==> config.mk <==
export PLATFORM = sky130hd
export DESIGN_NAME = olc_top
export DESIGN_NICKNAME = d
export VERILOG_FILES = /design/src/rtl/olc_pkg.sv /design/src/rtl/olc_top.sv
export SDC_FILE = /design/constraint.sdc
export NUM_CORES = 1
export LEC_CHECK = 0
export BUFFER_PORTS_ARGS = -buffer_cell sky130_fd_sc_hd__buf_2
export CAP_MARGIN = 5
export CORE_MARGIN = 2
export CORE_UTILIZATION = 53
export CTS_CLUSTER_DIAMETER = 60
export DETAILED_ROUTE_END_ITERATION = 8
export HOLD_SLACK_MARGIN = 0.12
export MAX_ROUTING_LAYER = met4
export PLACE_DENSITY = 0.91
export SYNTH_ARGS = -nofsm -noshare
export SYNTH_HDL_FRONTEND = slang
export SYNTH_SLANG_ARGS = --single-unit
==> constraint.sdc <==
create_clock -name CLK_SYS -period 2.62 [get_ports CLK_SYS]
set_clock_uncertainty 0.15 [all_clocks]
set_input_delay 0.393 -clock CLK_SYS [delete_from_list [all_inputs] [get_ports CLK_SYS]]
set_output_delay 0.393 -clock CLK_SYS [all_outputs]
set_load 0.005 [all_outputs]
==> src/rtl/olc_pkg.sv <==
// Purpose: shared constants and types for the display layer compositor
// Assumes: 32-bit AHB-Lite register access, word aligned
// Notes:   offsets are byte addresses
package olc_pkg;
  localparam logic [7:0] OFF_CTRL1  = 8'h00;
  localparam logic [7:0] OFF_CTRL2  = 8'h04;
  localparam logic [7:0] OFF_MODE   = 8'h08;
  localparam logic [7:0] OFF_STATUS = 8'h0c;
  localparam logic [7:0] OFF_LINE   = 8'h10;
  localparam int         MIX_B0     = 6;
  localparam int         MIX_B1     = 7;
  localparam logic [7:0] CTRL1_RST  = 8'h00;
  localparam logic [7:0] CTRL2_RST  = 8'h00;
  localparam logic [7:0] MODE_RST   = 8'h00;
  localparam int         HS_SYNC_N  = 3;
  localparam int         PIPE_N     = 2;

  // display mode of a block
  typedef enum logic [2:0]
  {
    MD_CAPTION = 3'h0,
    MD_FONT    = 3'h1,
    MD_CDOT    = 3'h2,
    MD_PATTERN = 3'h3,
    MD_SPRITE  = 3'h4
  } olc_mode_t;

  // one layer pixel: on flag and 4-bit colour code
  typedef struct packed
  {
    logic       on;
    logic [3:0] color;
  } olc_pix_t;

  typedef enum logic [2:0]
  {
    ST_IDLE = 3'b001,
    ST_LINE = 3'b010,
    ST_DONE = 3'b100
  } olc_state_t;
endpackage

==> src/rtl/olc_top.sv <==
// Purpose: compose layer 1, layer 2 and sprite layer 3 into one pixel stream
// Assumes: a dot's layer pixels may arrive over several cycles up to its tick; hsync from a pin
// Notes:   register map over AHB-Lite; zero wait states
//
// Operation
// RL1: sprite blocks never drive the secondary digital output.
// RL2: window gating is ignored for sprite pixels.
// RL3: extended mode raises a line-end pulse so software rewrites a block.
// RL4: block layer target comes from control2 bit 0 or 1 per mode.
// RL5: layer 3 carries only the sprite, never character blocks.
// RL6: overlapping layer 1 and 2 are mixed per control1 bits 6 and 7.
// RL7: sprite pixel always wins over layers 1 and 2.
// RL8: pattern mode always goes to layer 1; software avoids overlap.
// RL9: secondary output is OR of layers 1 and 2, unmasked by sprite.
// RL10: software limits layer 2 to font or colour-dot modes.
// RL11: software picks pre-divide x1-x2 caption, x1-x3 otherwise.
// RL12: layer 2 pre-divide must equal layer 1 pre-divide.
// RL13: caption uses only 1 dot by half-line or one-line sizes.
// RL14: overlapping layer 2 uses layer 1 dot size except 1.5 dot case.
// RL15: layer 2 1.5 dot width only with layer 1 x2 and 1 dot.
// RL16: with 1.5 dot width layer 2 vertical size equals layer 1.
// RL17: layer 2 starts at layer 1 horizontal position.
// RL18: vertical start offsets in multiples of 2 or 3 lines.
// RL19: large font never uses 1.5 dot width.
// RL20: dot clock is the oscillator divided by pre-divide ratio.
// RL21: software never uses pre-divide three in caption mode.
// RL22: all three layers are aligned to one dot cycle before mixing.
`timescale 1ns/1ns
`default_nettype none
module olc_top
  import olc_pkg::*;
(
  // system
  input  wire logic             CLK_SYS,
  input  wire logic             RESETN,
  // ahb-lite slave
  input  wire logic             HSEL,
  input  wire logic [31:0]      HADDR,
  input  wire logic [1:0]       HTRANS,
  input  wire logic             HWRITE,
  input  wire logic [2:0]       HSIZE,
  input  wire logic [31:0]      HWDATA,
  input  wire logic             HREADY,
  output logic      [31:0]      HRDATA,
  output logic                  HREADYOUT,
  output logic                  HRESP,
  // dot enable from pre-divider and line sync pin
  input  wire logic             DOT_EN,
  input  wire logic             HSYNC_PIN,
  // current block and its layer pixels
  input  wire olc_pkg::olc_mode_t BLK_MODE,
  input  wire olc_pkg::olc_pix_t  CHAR_PIX,
  input  wire olc_pkg::olc_pix_t  SPR_PIX,
  input  wire logic             WINDOW_ON,
  // video out
  output olc_pkg::olc_pix_t     PIX_OUT,
  output logic                  SECONDARY_DIGITAL_OUTPUT,
  output logic                  LINE_DONE
);
  import olc_pkg::*;

  // layer choice per mode from control2 bit 0 or bit 1
  function automatic logic to_layer2(input olc_mode_t m, input logic [7:0] c2);
    case (m)
      MD_FONT:    to_layer2 = c2[0];
      MD_CDOT:    to_layer2 = c2[1];
      default:    to_layer2 = 1'b0;
    endcase
  endfunction

  // bus registers
  logic [7:0]  ctrl1_q, ctrl1_d, ctrl2_q, ctrl2_d, mode_q, mode_d;
  logic        ph_wr_q, ph_wr_d;
  olc_state_t  st_q, st_d;
  logic [15:0] line_cnt_q, line_cnt_d;
  logic [7:0]  ph_a_q, ph_a_d;
  logic [31:0] rdata_q, rdata_d;
  logic        ah_ok;
  assign ah_ok = HSEL && HREADY && HTRANS[1];

  always_comb
  begin
    ctrl1_d = ctrl1_q;
    ctrl2_d = ctrl2_q;
    mode_d  = mode_q;
    ph_wr_d = ah_ok && HWRITE;
    ph_a_d  = ah_ok ? HADDR[7:0] : ph_a_q;
    rdata_d = 32'h0000_0000;
    if (ph_wr_q)
    begin
      case (ph_a_q)
        OFF_CTRL1: ctrl1_d = HWDATA[7:0];
        OFF_CTRL2: ctrl2_d = HWDATA[7:0];
        OFF_MODE:  mode_d  = HWDATA[7:0];
        default:   ;
      endcase
    end
    if (ah_ok && !HWRITE)
    begin
      case (HADDR[7:0])
        OFF_CTRL1:  rdata_d = {24'h00_0000, ctrl1_q};
        OFF_CTRL2:  rdata_d = {24'h00_0000, ctrl2_q};
        OFF_MODE:   rdata_d = {24'h00_0000, mode_q};
        OFF_STATUS: rdata_d = {29'h0000_0000, st_q};
        OFF_LINE:   rdata_d = {16'h0000, line_cnt_q};
        default:    rdata_d = 32'h0000_0000;
      endcase
    end
  end

  // hsync pin: three flops, rise when second and third agree on a change to high
  logic [HS_SYNC_N-1:0] hs_q, hs_d;
  logic                 hs_lvl_q, hs_lvl_d, hs_rise;
  always_comb
  begin
    hs_d     = {hs_q[HS_SYNC_N-2:0], HSYNC_PIN};
    hs_lvl_d = (hs_q[1] == hs_q[2]) ? hs_q[2] : hs_lvl_q;
    hs_rise  = (hs_q[1] == hs_q[2]) && hs_q[2] && !hs_lvl_q;
  end

  // extended mode line sequencer
  logic        done_q, done_d;
  always_comb
  begin
    st_d       = st_q;
    line_cnt_d = line_cnt_q;
    done_d     = 1'b0;
    case (st_q)
      ST_IDLE: if (mode_q[0]) st_d = ST_LINE;
      ST_LINE:
        if (!mode_q[0])
          st_d = ST_IDLE;
        else if (hs_rise)
        begin
          st_d       = ST_DONE;
          done_d     = 1'b1; // RL3
          line_cnt_d = line_cnt_q + 16'h0001;
        end
      ST_DONE: st_d = ST_LINE;
      default: st_d = ST_IDLE;
    endcase
  end

  // compositor: gather each layer over the dot, align on the tick, then mix,
  // so priority and OR decisions always see coincident pixels
  olc_pix_t g1_q, g1_d, g2_q, g2_d, g3_q, g3_d, c1, c2, c3, in_pix;
  olc_pix_t l1_q, l1_d, l2_q, l2_d, l3_q, l3_d, out_q, out_d;
  logic     o2_q, o2_d;
  always_comb
  begin
    // window gates character pixels only; a later lit pixel replaces an earlier one
    in_pix    = CHAR_PIX;
    in_pix.on = CHAR_PIX.on && WINDOW_ON;
    c1        = g1_q;
    c2        = g2_q;
    c3        = g3_q;
    if (BLK_MODE == MD_SPRITE)
    begin
      if (SPR_PIX.on)
        c3 = SPR_PIX; // RL5 RL2
    end
    else if (in_pix.on)
    begin
      if (to_layer2(BLK_MODE, ctrl2_q)) // RL4 RL8
        c2 = in_pix;
      else
        c1 = in_pix;
    end
    g1_d  = c1;
    g2_d  = c2;
    g3_d  = c3;
    l1_d  = l1_q;
    l2_d  = l2_q;
    l3_d  = l3_q;
    out_d = out_q;
    o2_d  = o2_q;
    if (DOT_EN) // RL20
    begin
      // all layers handed on together on the same dot edge
      l1_d = c1; // RL22
      l2_d = c2;
      l3_d = c3;
      g1_d = '0;
      g2_d = '0;
      g3_d = '0;
      o2_d = l1_q.on | l2_q.on; // RL9 RL1
      if (l3_q.on)
        out_d = l3_q; // RL7
      else if (l1_q.on && l2_q.on)
      begin
        case ({ctrl1_q[MIX_B1], ctrl1_q[MIX_B0]}) // RL6
          2'b00:   out_d = l1_q;
          2'b01:   out_d = l2_q;
          2'b10:   out_d = '{on: 1'b1, color: l1_q.color | l2_q.color};
          default: out_d = '{on: 1'b1, color: l1_q.color ^ l2_q.color};
        endcase
      end
      else if (l1_q.on)
        out_d = l1_q;
      else
        out_d = l2_q;
    end
  end

  always_ff @(posedge CLK_SYS or negedge RESETN)
  begin
    if (!RESETN)
    begin
      ctrl1_q <= CTRL1_RST;
      ctrl2_q <= CTRL2_RST;
      mode_q <= MODE_RST;
      ph_wr_q <= 1'b0;
      ph_a_q <= 8'h00;
      rdata_q <= 32'h0000_0000;
      hs_q <= '0;
      hs_lvl_q <= 1'b0;
      st_q <= ST_IDLE;
      line_cnt_q <= 16'h0000;
      done_q <= 1'b0;
      g1_q <= '0;
      g2_q <= '0;
      g3_q <= '0;
      l1_q <= '0;
      l2_q <= '0;
      l3_q <= '0;
      out_q <= '0;
      o2_q <= 1'b0;
    end
    else
    begin
      ctrl1_q <= ctrl1_d;
      ctrl2_q <= ctrl2_d;
      mode_q <= mode_d;
      ph_wr_q <= ph_wr_d;
      ph_a_q <= ph_a_d;
      rdata_q <= rdata_d;
      hs_q <= hs_d;
      hs_lvl_q <= hs_lvl_d;
      st_q <= st_d;
      line_cnt_q <= line_cnt_d;
      done_q <= done_d;
      g1_q <= g1_d;
      g2_q <= g2_d;
      g3_q <= g3_d;
      l1_q <= l1_d;
      l2_q <= l2_d;
      l3_q <= l3_d;
      out_q <= out_d;
      o2_q <= o2_d;
    end
  end

  assign HRDATA    = rdata_q;
  assign HREADYOUT = 1'b1;
  assign HRESP     = 1'b0;
  assign PIX_OUT   = out_q;
  assign SECONDARY_DIGITAL_OUTPUT = o2_q;
  assign LINE_DONE = done_q;

  property p_sprite_wins;
    @(posedge CLK_SYS) disable iff (!RESETN)
    (DOT_EN && l3_q.on) |=> (PIX_OUT == $past(l3_q));
  endproperty
  a_sprite_wins: assert property (p_sprite_wins) else $error("sprite lost"); // RL7

  property p_or_out;
    @(posedge CLK_SYS) disable iff (!RESETN)
    DOT_EN |=> (SECONDARY_DIGITAL_OUTPUT == ($past(l1_q.on) | $past(l2_q.on)));
  endproperty
  a_or_out: assert property (p_or_out) else $error("secondary not or"); // RL9

  property p_no_sprite_o2;
    @(posedge CLK_SYS) disable iff (!RESETN)
    (DOT_EN && BLK_MODE == MD_SPRITE) |=> (l1_q == $past(g1_q)) && (l2_q == $past(g2_q));
  endproperty
  a_no_sprite_o2: assert property (p_no_sprite_o2) else $error("sprite in char layer"); // RL1

  property p_window;
    @(posedge CLK_SYS) disable iff (!RESETN)
    (DOT_EN && BLK_MODE == MD_SPRITE && SPR_PIX.on) |=> (l3_q == $past(SPR_PIX));
  endproperty
  a_window: assert property (p_window) else $error("sprite gated"); // RL2

  property p_line;
    @(posedge CLK_SYS) disable iff (!RESETN)
    LINE_DONE |-> (st_q == ST_DONE) ##1 (st_q == ST_LINE || st_q == ST_IDLE);
  endproperty
  a_line: assert property (p_line) else $error("line pulse bad"); // RL3

  property p_layer_sel;
    @(posedge CLK_SYS) disable iff (!RESETN)
    (DOT_EN && BLK_MODE == MD_FONT && CHAR_PIX.on && WINDOW_ON && ctrl2_q[0])
      |=> (l2_q == $past(CHAR_PIX)) && (l1_q == $past(g1_q));
  endproperty
  a_layer_sel: assert property (p_layer_sel) else $error("layer select"); // RL4

  property p_pattern;
    @(posedge CLK_SYS) disable iff (!RESETN)
    (DOT_EN && BLK_MODE == MD_PATTERN && CHAR_PIX.on && WINDOW_ON)
      |=> (l1_q == $past(CHAR_PIX)) && (l2_q == $past(g2_q)) && (l3_q == $past(g3_q));
  endproperty
  a_pattern: assert property (p_pattern) else $error("pattern off layer1"); // RL8

  property p_mix;
    @(posedge CLK_SYS) disable iff (!RESETN)
    (DOT_EN && !l3_q.on && l1_q.on && l2_q.on && ctrl1_q[7:6] == 2'b01)
      |=> (PIX_OUT == $past(l2_q));
  endproperty
  a_mix: assert property (p_mix) else $error("mix select"); // RL6
endmodule // olc_top
`default_nettype wire

# Word level (Yosys, flattened, before mapping)
# Index checks and enable logic that the tools add are counted.
# word_totals
inputBits	90
elab_cells	92
out_inout_bits	41
ff_bits	125
# classes
add_sub_neg	1
eq_ne	17
n_reduce_logical	18
bitwise	3
n_mux	27
# op_table
cell	n
16-bit case mux with 5 select lines	1
5-bit 2-to-1 mux	14
8-bit by 4-bit == test with 1-bit output, second input constant	3
16-bit by 1-bit adder with 16-bit output, second input constant	1
8-bit by 3-bit == test with 1-bit output, second input constant	2
8-bit zero test	2
16-bit 2-to-1 mux	1
5-bit case mux with 3 select lines	1
3-bit 2-to-1 mux	3
3-bit case mux with 3 select lines	1
8-bit by 5-bit == test with 1-bit output, second input constant	1
1-bit logical AND	8
2-bit AND reduction	4
3-bit by 1-bit == test with 1-bit output, second input constant	2
3-bit by 2-bit == test with 1-bit output, second input constant	2
3-bit == test, second input constant	2
1-bit 2-to-1 mux	5
4-bit bitwise OR	1
4-bit XOR	1
3-bit != test, second input constant	1
3-bit AND reduction	1
2-bit by 1-bit == test with 1-bit output, second input constant	1
2-bit == test, second input constant	1
1-bit zero test	2
other kinds (5)	5

# Longest topological paths before layout
# logic_depth
depth_word	8
mapped_depth	6
mapped_depth_nobuf	6

# Least setup slack after synthesis
# OpenSTA, ideal clock, no wires.
# synth_timing
kind	flip-flop to flip-flop
start	register ph_a_q[4]
end	register ctrl1_q[0]
slack_ps	520
arrival_ps	1825
synth_period_minus_slack_ps	2100
required_ps	2345
path_stages_with_launch	5
setup_time_ps	125
n_path_buf	0
cell_sequence	dfrtp_1 > or4b_1 > nor4_4 > nor3b_4 > mux2_2
# synth_via
elab_chain_cells	2
# synth_lines
item	line_no	source
start: declaration	olc_top.sv:76	logic [7:0] ph_a_q, ph_a_d;
start signal: assignment	olc_top.sv:235	ph_a_q <= ph_a_d;
8-bit zero test	olc_top.sv:91	case (ph_a_q)
2-bit AND reduction (no source line)	-	
end signal: assignment	olc_top.sv:231	ctrl1_q <= ctrl1_d;
end: declaration	olc_top.sv:72	logic [7:0] ctrl1_q, ctrl1_d, ctrl2_q, ctrl2_d, mode_q, mode_d;
# No other way between the ends.
# A chain may end at the register's enable or synchronous reset.

# Worst setup path after layout
# layout_timing
start	input port HADDR[5]
end	register rdata_q[4], in the netlist HRDATA[4]
# layout_via
elab_chain_cells	3
elab_cells_between_ends	7
classes_between	4 x eq/ne; 2 x mux; 1 x reduce/logical
# layout_lines
item	line_no	source
start: declaration	olc_top.sv:38	input wire logic [31:0] HADDR,
8-bit by 5-bit == test with 1-bit output, or another cell as far along	olc_top.sv:100	case (HADDR[7:0])
16-bit case mux with 5 select lines (*)	olc_top.sv:100	
16-bit 2-to-1 mux (*)	olc_top.sv:98	if (ah_ok && !HWRITE)
net rdata_d[4]	olc_top.sv:77	logic [31:0] rdata_q, rdata_d;
end signal: assignment	olc_top.sv:236	rdata_q <= rdata_d;
end: declaration	olc_top.sv:77	
# The timed path passes the listed nets; every way through them passes the cells marked *.

==> impl_results.html <==
<table>
<tr><th>Metric</th><th>Value</th></tr>
<tr><th colspan="2">Global route</th></tr>
<tr><td>Vias in the first global route</td><td>3545</td></tr>
<tr><td>Initial antenna violation count</td><td>0</td></tr>
<tr><td>Remaining global-route overflow</td><td>0</td></tr>
<tr><td>Wire length of the first global-routing pass</td><td>16700 um</td></tr>
<tr><td>Pin count of the biggest net entering global routing</td><td>46</td></tr>
<tr><td>Global Route Usage Sum</td><td>0.219</td></tr>
<tr><th colspan="2">Finish</th></tr>
<tr><td>Filler instances</td><td>680</td></tr>
<tr><td>Nets</td><td>595</td></tr>
<tr><td>Final cell count without fillers</td><td>614</td></tr>
<tr><td>Utilization after layout</td><td>0.612</td></tr>
<tr><td>Most common library cell in the layout ignoring fill and taps</td><td>dfrtp_1</td></tr>
<tr><td>Most frequent cells in the layout</td><td>108 x dfrtp_1, 59 x buf_2, 48 x nor2_1</td></tr>
<tr><td>P&amp;R area growth vs syn</td><td>13.4%</td></tr>
<tr><td>Ratio of cells with drive above 1 in the final layout</td><td>0.266</td></tr>
<tr><td>Diode count</td><td>0</td></tr>
<tr><th colspan="2">Timing</th></tr>
<tr><td>Setup Viol. Count Final</td><td>0</td></tr>
<tr><td>Share of the clock period used by the worst path after layout</td><td>0.971</td></tr>
<tr><td>Sum of negative setup slack</td><td>0 ns</td></tr>
<tr><td>Unrepaired setup endpoints after global routing</td><td>no</td></tr>
<tr><td>Worst slew slack as a fraction of its limit</td><td>0.629</td></tr>
<tr><td>Highest clock frequency the design can meet</td><td>393 MHz</td></tr>
<tr><td>Number of pins with negative max-slew slack in the final report</td><td>0</td></tr>
<tr><td>Final critical path time including I/O delays and setup</td><td>2.55 ns</td></tr>
<tr><td>Hold Fails Final Rpt</td><td>0</td></tr>
<tr><td>Slew at the pin with the worst max-slew slack</td><td>0.552 ns</td></tr>
<tr><th colspan="2">Synth</th></tr>
<tr><td>Most area-hungry cell type in the Yosys netlist</td><td>dfrtp_1</td></tr>
<tr><td>Post-Synthesis Cells</td><td>428</td></tr>
<tr><td>Prevailing post-synth register cell</td><td>dfrtp_1</td></tr>
<tr><td>Number of distinct standard cells referenced by the synthesized netlist</td><td>43</td></tr>
<tr><td>Number of storage elements in the synthesis netlist</td><td>109</td></tr>
<tr><td>Post-synthesis instance area</td><td>4910 um^2</td></tr>
<tr><td>Area share of the leading cell type in the synthesized netlist</td><td>0.550</td></tr>
<tr><td>Synthesized area divided by synthesized cell count</td><td>11.5 um^2</td></tr>
<tr><td>Sequential share of the synthesized area</td><td>0.555</td></tr>
<tr><td>Ys Warns</td><td>0</td></tr>
<tr><td>Fraction of registers with async set/reset</td><td>1.00</td></tr>
<tr><td>Area contributors post-synth</td><td>dfrtp_1 55%, mux2_2 7.8%, nor2_1 3.7%</td></tr>
<tr><td>Number of flops mapped to enable cells by yosys</td><td>0</td></tr>
<tr><th colspan="2">Clock network</th></tr>
<tr><td>Number of buffers added for setup after CTS</td><td>0</td></tr>
<tr><td>Clock tree from TritonCTS</td><td>built</td></tr>
<tr><td>Root buf cell</td><td>clkbuf_8</td></tr>
<tr><td>Longest Clk Path Bufs</td><td>2</td></tr>
<tr><td>Reg clk slew, reported paths</td><td>0.10 ns</td></tr>
<tr><td>Clock latency on the worst-skew pair</td><td>0.38 ns</td></tr>
<tr><td>Number of buffers created by CTS</td><td>9</td></tr>
<tr><td>Depth of the CTS H-tree</td><td>3</td></tr>
<tr><td>Number of sinks handled by clock tree synthesis</td><td>109</td></tr>
<tr><th colspan="2">Detailed routing</th></tr>
<tr><td>Routed Antenna Nets</td><td>0</td></tr>
<tr><td>Final wirelength</td><td>9970 um</td></tr>
<tr><td>Number of DRC violations after detailed routing</td><td>0</td></tr>
<tr><td>DR iter-0 viols</td><td>149</td></tr>
<tr><td>Vias per std cell</td><td>5.65</td></tr>
<tr><td>Detailed-route via count</td><td>3470</td></tr>
<tr><td>Routed wirelength normalized by instance count</td><td>16.2 um</td></tr>
<tr><td>First-pass detailed-route iteration total</td><td>5</td></tr>
<tr><th colspan="2">Floorplan</th></tr>
<tr><td>Width of the die</td><td>100 um</td></tr>
<tr><td>Die Y-Extent</td><td>100 um</td></tr>
<tr><td>Core box area</td><td>9110 um^2</td></tr>
<tr><td>I/O pins</td><td>131</td></tr>
<tr><td>Standard-cell rows</td><td>35</td></tr>
<tr><td>Starting utilization of the core area</td><td>0.539</td></tr>
<tr><td>Total Die Area</td><td>10100 um^2</td></tr>
<tr><th colspan="2">Power and ir drop</th></tr>
<tr><td>Clock network fraction of design power</td><td>0.314</td></tr>
<tr><td>Power density relative to cell area</td><td>592 nW/um^2</td></tr>
<tr><td>Relative contribution of sequential cells to total power</td><td>0.574</td></tr>
<tr><td>Logic pwr share</td><td>0.112</td></tr>
<tr><td>Cell leakage power</td><td>2.58 nW</td></tr>
<tr><td>P_sw</td><td>0.870 mW</td></tr>
<tr><td>Worst vdd ir</td><td>0.000368 V</td></tr>
<tr><td>Sw Share</td><td>0.264</td></tr>
<tr><td>Cell-internal power</td><td>2.43 mW</td></tr>
<tr><td>Post-route total power</td><td>3.30 mW</td></tr>
<tr><th colspan="2">Placed design</th></tr>
<tr><td>Cell Count Post-Placement</td><td>592</td></tr>
<tr><td>Global placement routability congestion</td><td>0.801</td></tr>
<tr><td>Total half-perimeter wirelength after legalization and detailed placement</td><td>7240 um</td></tr>
<tr><td>Count of port buffers added during placement</td><td>60</td></tr>
<tr><th colspan="2">Critical path</th></tr>
<tr><td>Largest driver fanout on the critical path</td><td>8</td></tr>
<tr><td>Data required time of the critical path</td><td>2.76 ns</td></tr>
<tr><td>Data arrival, critical path</td><td>2.68 ns</td></tr>
<tr><td>RR Startpoint</td><td>ph_a_q[4]$_DFFE_PN0P_</td></tr>
<tr><td>Critical path origin</td><td>HADDR[5]</td></tr>
<tr><td>Critical path type</td><td>in -&gt; reg</td></tr>
<tr><td>Crit path launch type</td><td>input port</td></tr>
<tr><td>Worst setup EP type</td><td>flip-flop</td></tr>
<tr><th colspan="2">Worst hold path</th></tr>
<tr><td>Worst hold path class</td><td>in -&gt; reg</td></tr>
<tr><td>Launch instance of the worst min-delay path</td><td>HWDATA[7]</td></tr>
<tr><th colspan="2">Outcome</th></tr>
<tr><td>Run status</td><td>finished, final reports clean</td></tr>
<tr><th colspan="2">Run</th></tr>
<tr><td>Maximum Capacitance Violations</td><td>0</td></tr>
</table>
==> layer usage <==
layer  up-vias  GRT usage  wire length [um]
met1      1737      0.278              4280
met2       122      0.348              4990
met5         -          -                 0
met3        18     0.0494               522
met4         0     0.0780               176
li1       1593          -                 -
==> critical path, cell delays in order <==
cell and delay [ns]:
dlygate4sd3_1 0.54, buf_2 0.13, or4_4 0.54, or4_4 0.50, nand2b_1 0.33, a21oi_1 0.24
==> final timing paths <==
check	end	slack, ns	depth (start not counted)
min	mode_q[7]$_DFFE_PN0P_	0.13	2
max in group asynchronous	l1_q[3]$_DFFE_PN0P_	1.36	3
min in group asynchronous	HRDATA[11]$_DFF_PN0_	0.29	2
max	HRDATA[4]$_DFF_PN0_	0.07	6
min reg2reg	hs_q[1]$_DFF_PN0_	0.22	0
max reg2reg	ctrl2_q[4]$_DFFE_PN0P_	0.26	4
==> area by class of cell <==
type / instances / area (um^2) / share of cell area
Sequential cell: 109 / 2730 / 0.490
Multi-Input combinational cell: 289 / 2000 / 0.359
Timing Repair Buffer: 77 / 460 / 0.0826
Tap cell: 111 / 139 / 0.0249
Clock buffer: 10 / 128 / 0.0229
Clock inverter: 5 / 70.1 / 0.0126
Inverter: 13 / 48.8 / 0.00875
==> power groups by stage <==
stage               Clock (mW)  Combinational, mW  Sequential (mW)
global route              1.11              0.418             1.91
floorplan                    0              0.253             1.89
global placement             0              0.337             1.91
finish                    1.04              0.369             1.89
detailed placement           0              0.360             1.93
CTS                       1.04              0.369             1.89
==> cells in the mapped netlist (all sizes together) (2+ instances only) <==
cell type,instances
ha,6
and2,14
dfrtp,108
nor3,5
a21oi,29
nand2b,6
nand4bb,2
buf,22
mux2,34
nor2,48
nand4,10
or4,2
nand3,5
mux2i,15
nor4,4
nor2b,4
xor2,3
xnor2,12
mux4,5
a22oi,5
conb,2
a31oi,5
clkbuf,11
nand2,20
o21ai,17
o211ai,2
o22ai,2
or2,2
inv,13
nor3b,2
nand3b,6
==> registers in the layout (all words and copies together), names as in the netlist, 8 cells and up <==
register    count
HRDATA         16
line_cnt_q     16
ph_a_q          8
mode_q          8
ctrl2_q         8
ctrl1_q         8
==> cell families (layout without fill, tap and decap cells) <==
family,count (synthesis),in the layout,share of synthesized area
other cells,2,18,0.00153
compound gates,64,64,0.0744
flops,109,109,0.555
fa+ha+maj,6,6,0.0153
buf+inv,46,105,0.0507
simple gates,132,132,0.145
xor+xnor,15,15,0.0267
mux,54,54,0.131
==> what timing repair did <==
item                                    CTS  global route
hold buffers                              6             1
endpoints found under the setup margin    0             1
gates resized for setup                   0             1
hold endpoints to repair                 68             2
==> stage by stage <==
stage | hold WS (ns) | worst slack (ns) | cell area, um^2
final | 0.130 | 0.0749 | 5570
after global routing | 0.127 | 0.00180 | 5570
after CTS | 0.123 | 0.0421 | 5560
after detailed placement | 0.168 | 0.216 | 5300
after global placement | 0.161 | 0.242 | 5300
after floorplan | -0.0526 | 0.520 | 4970
Note: power is estimated with default switching activity, not from simulation.
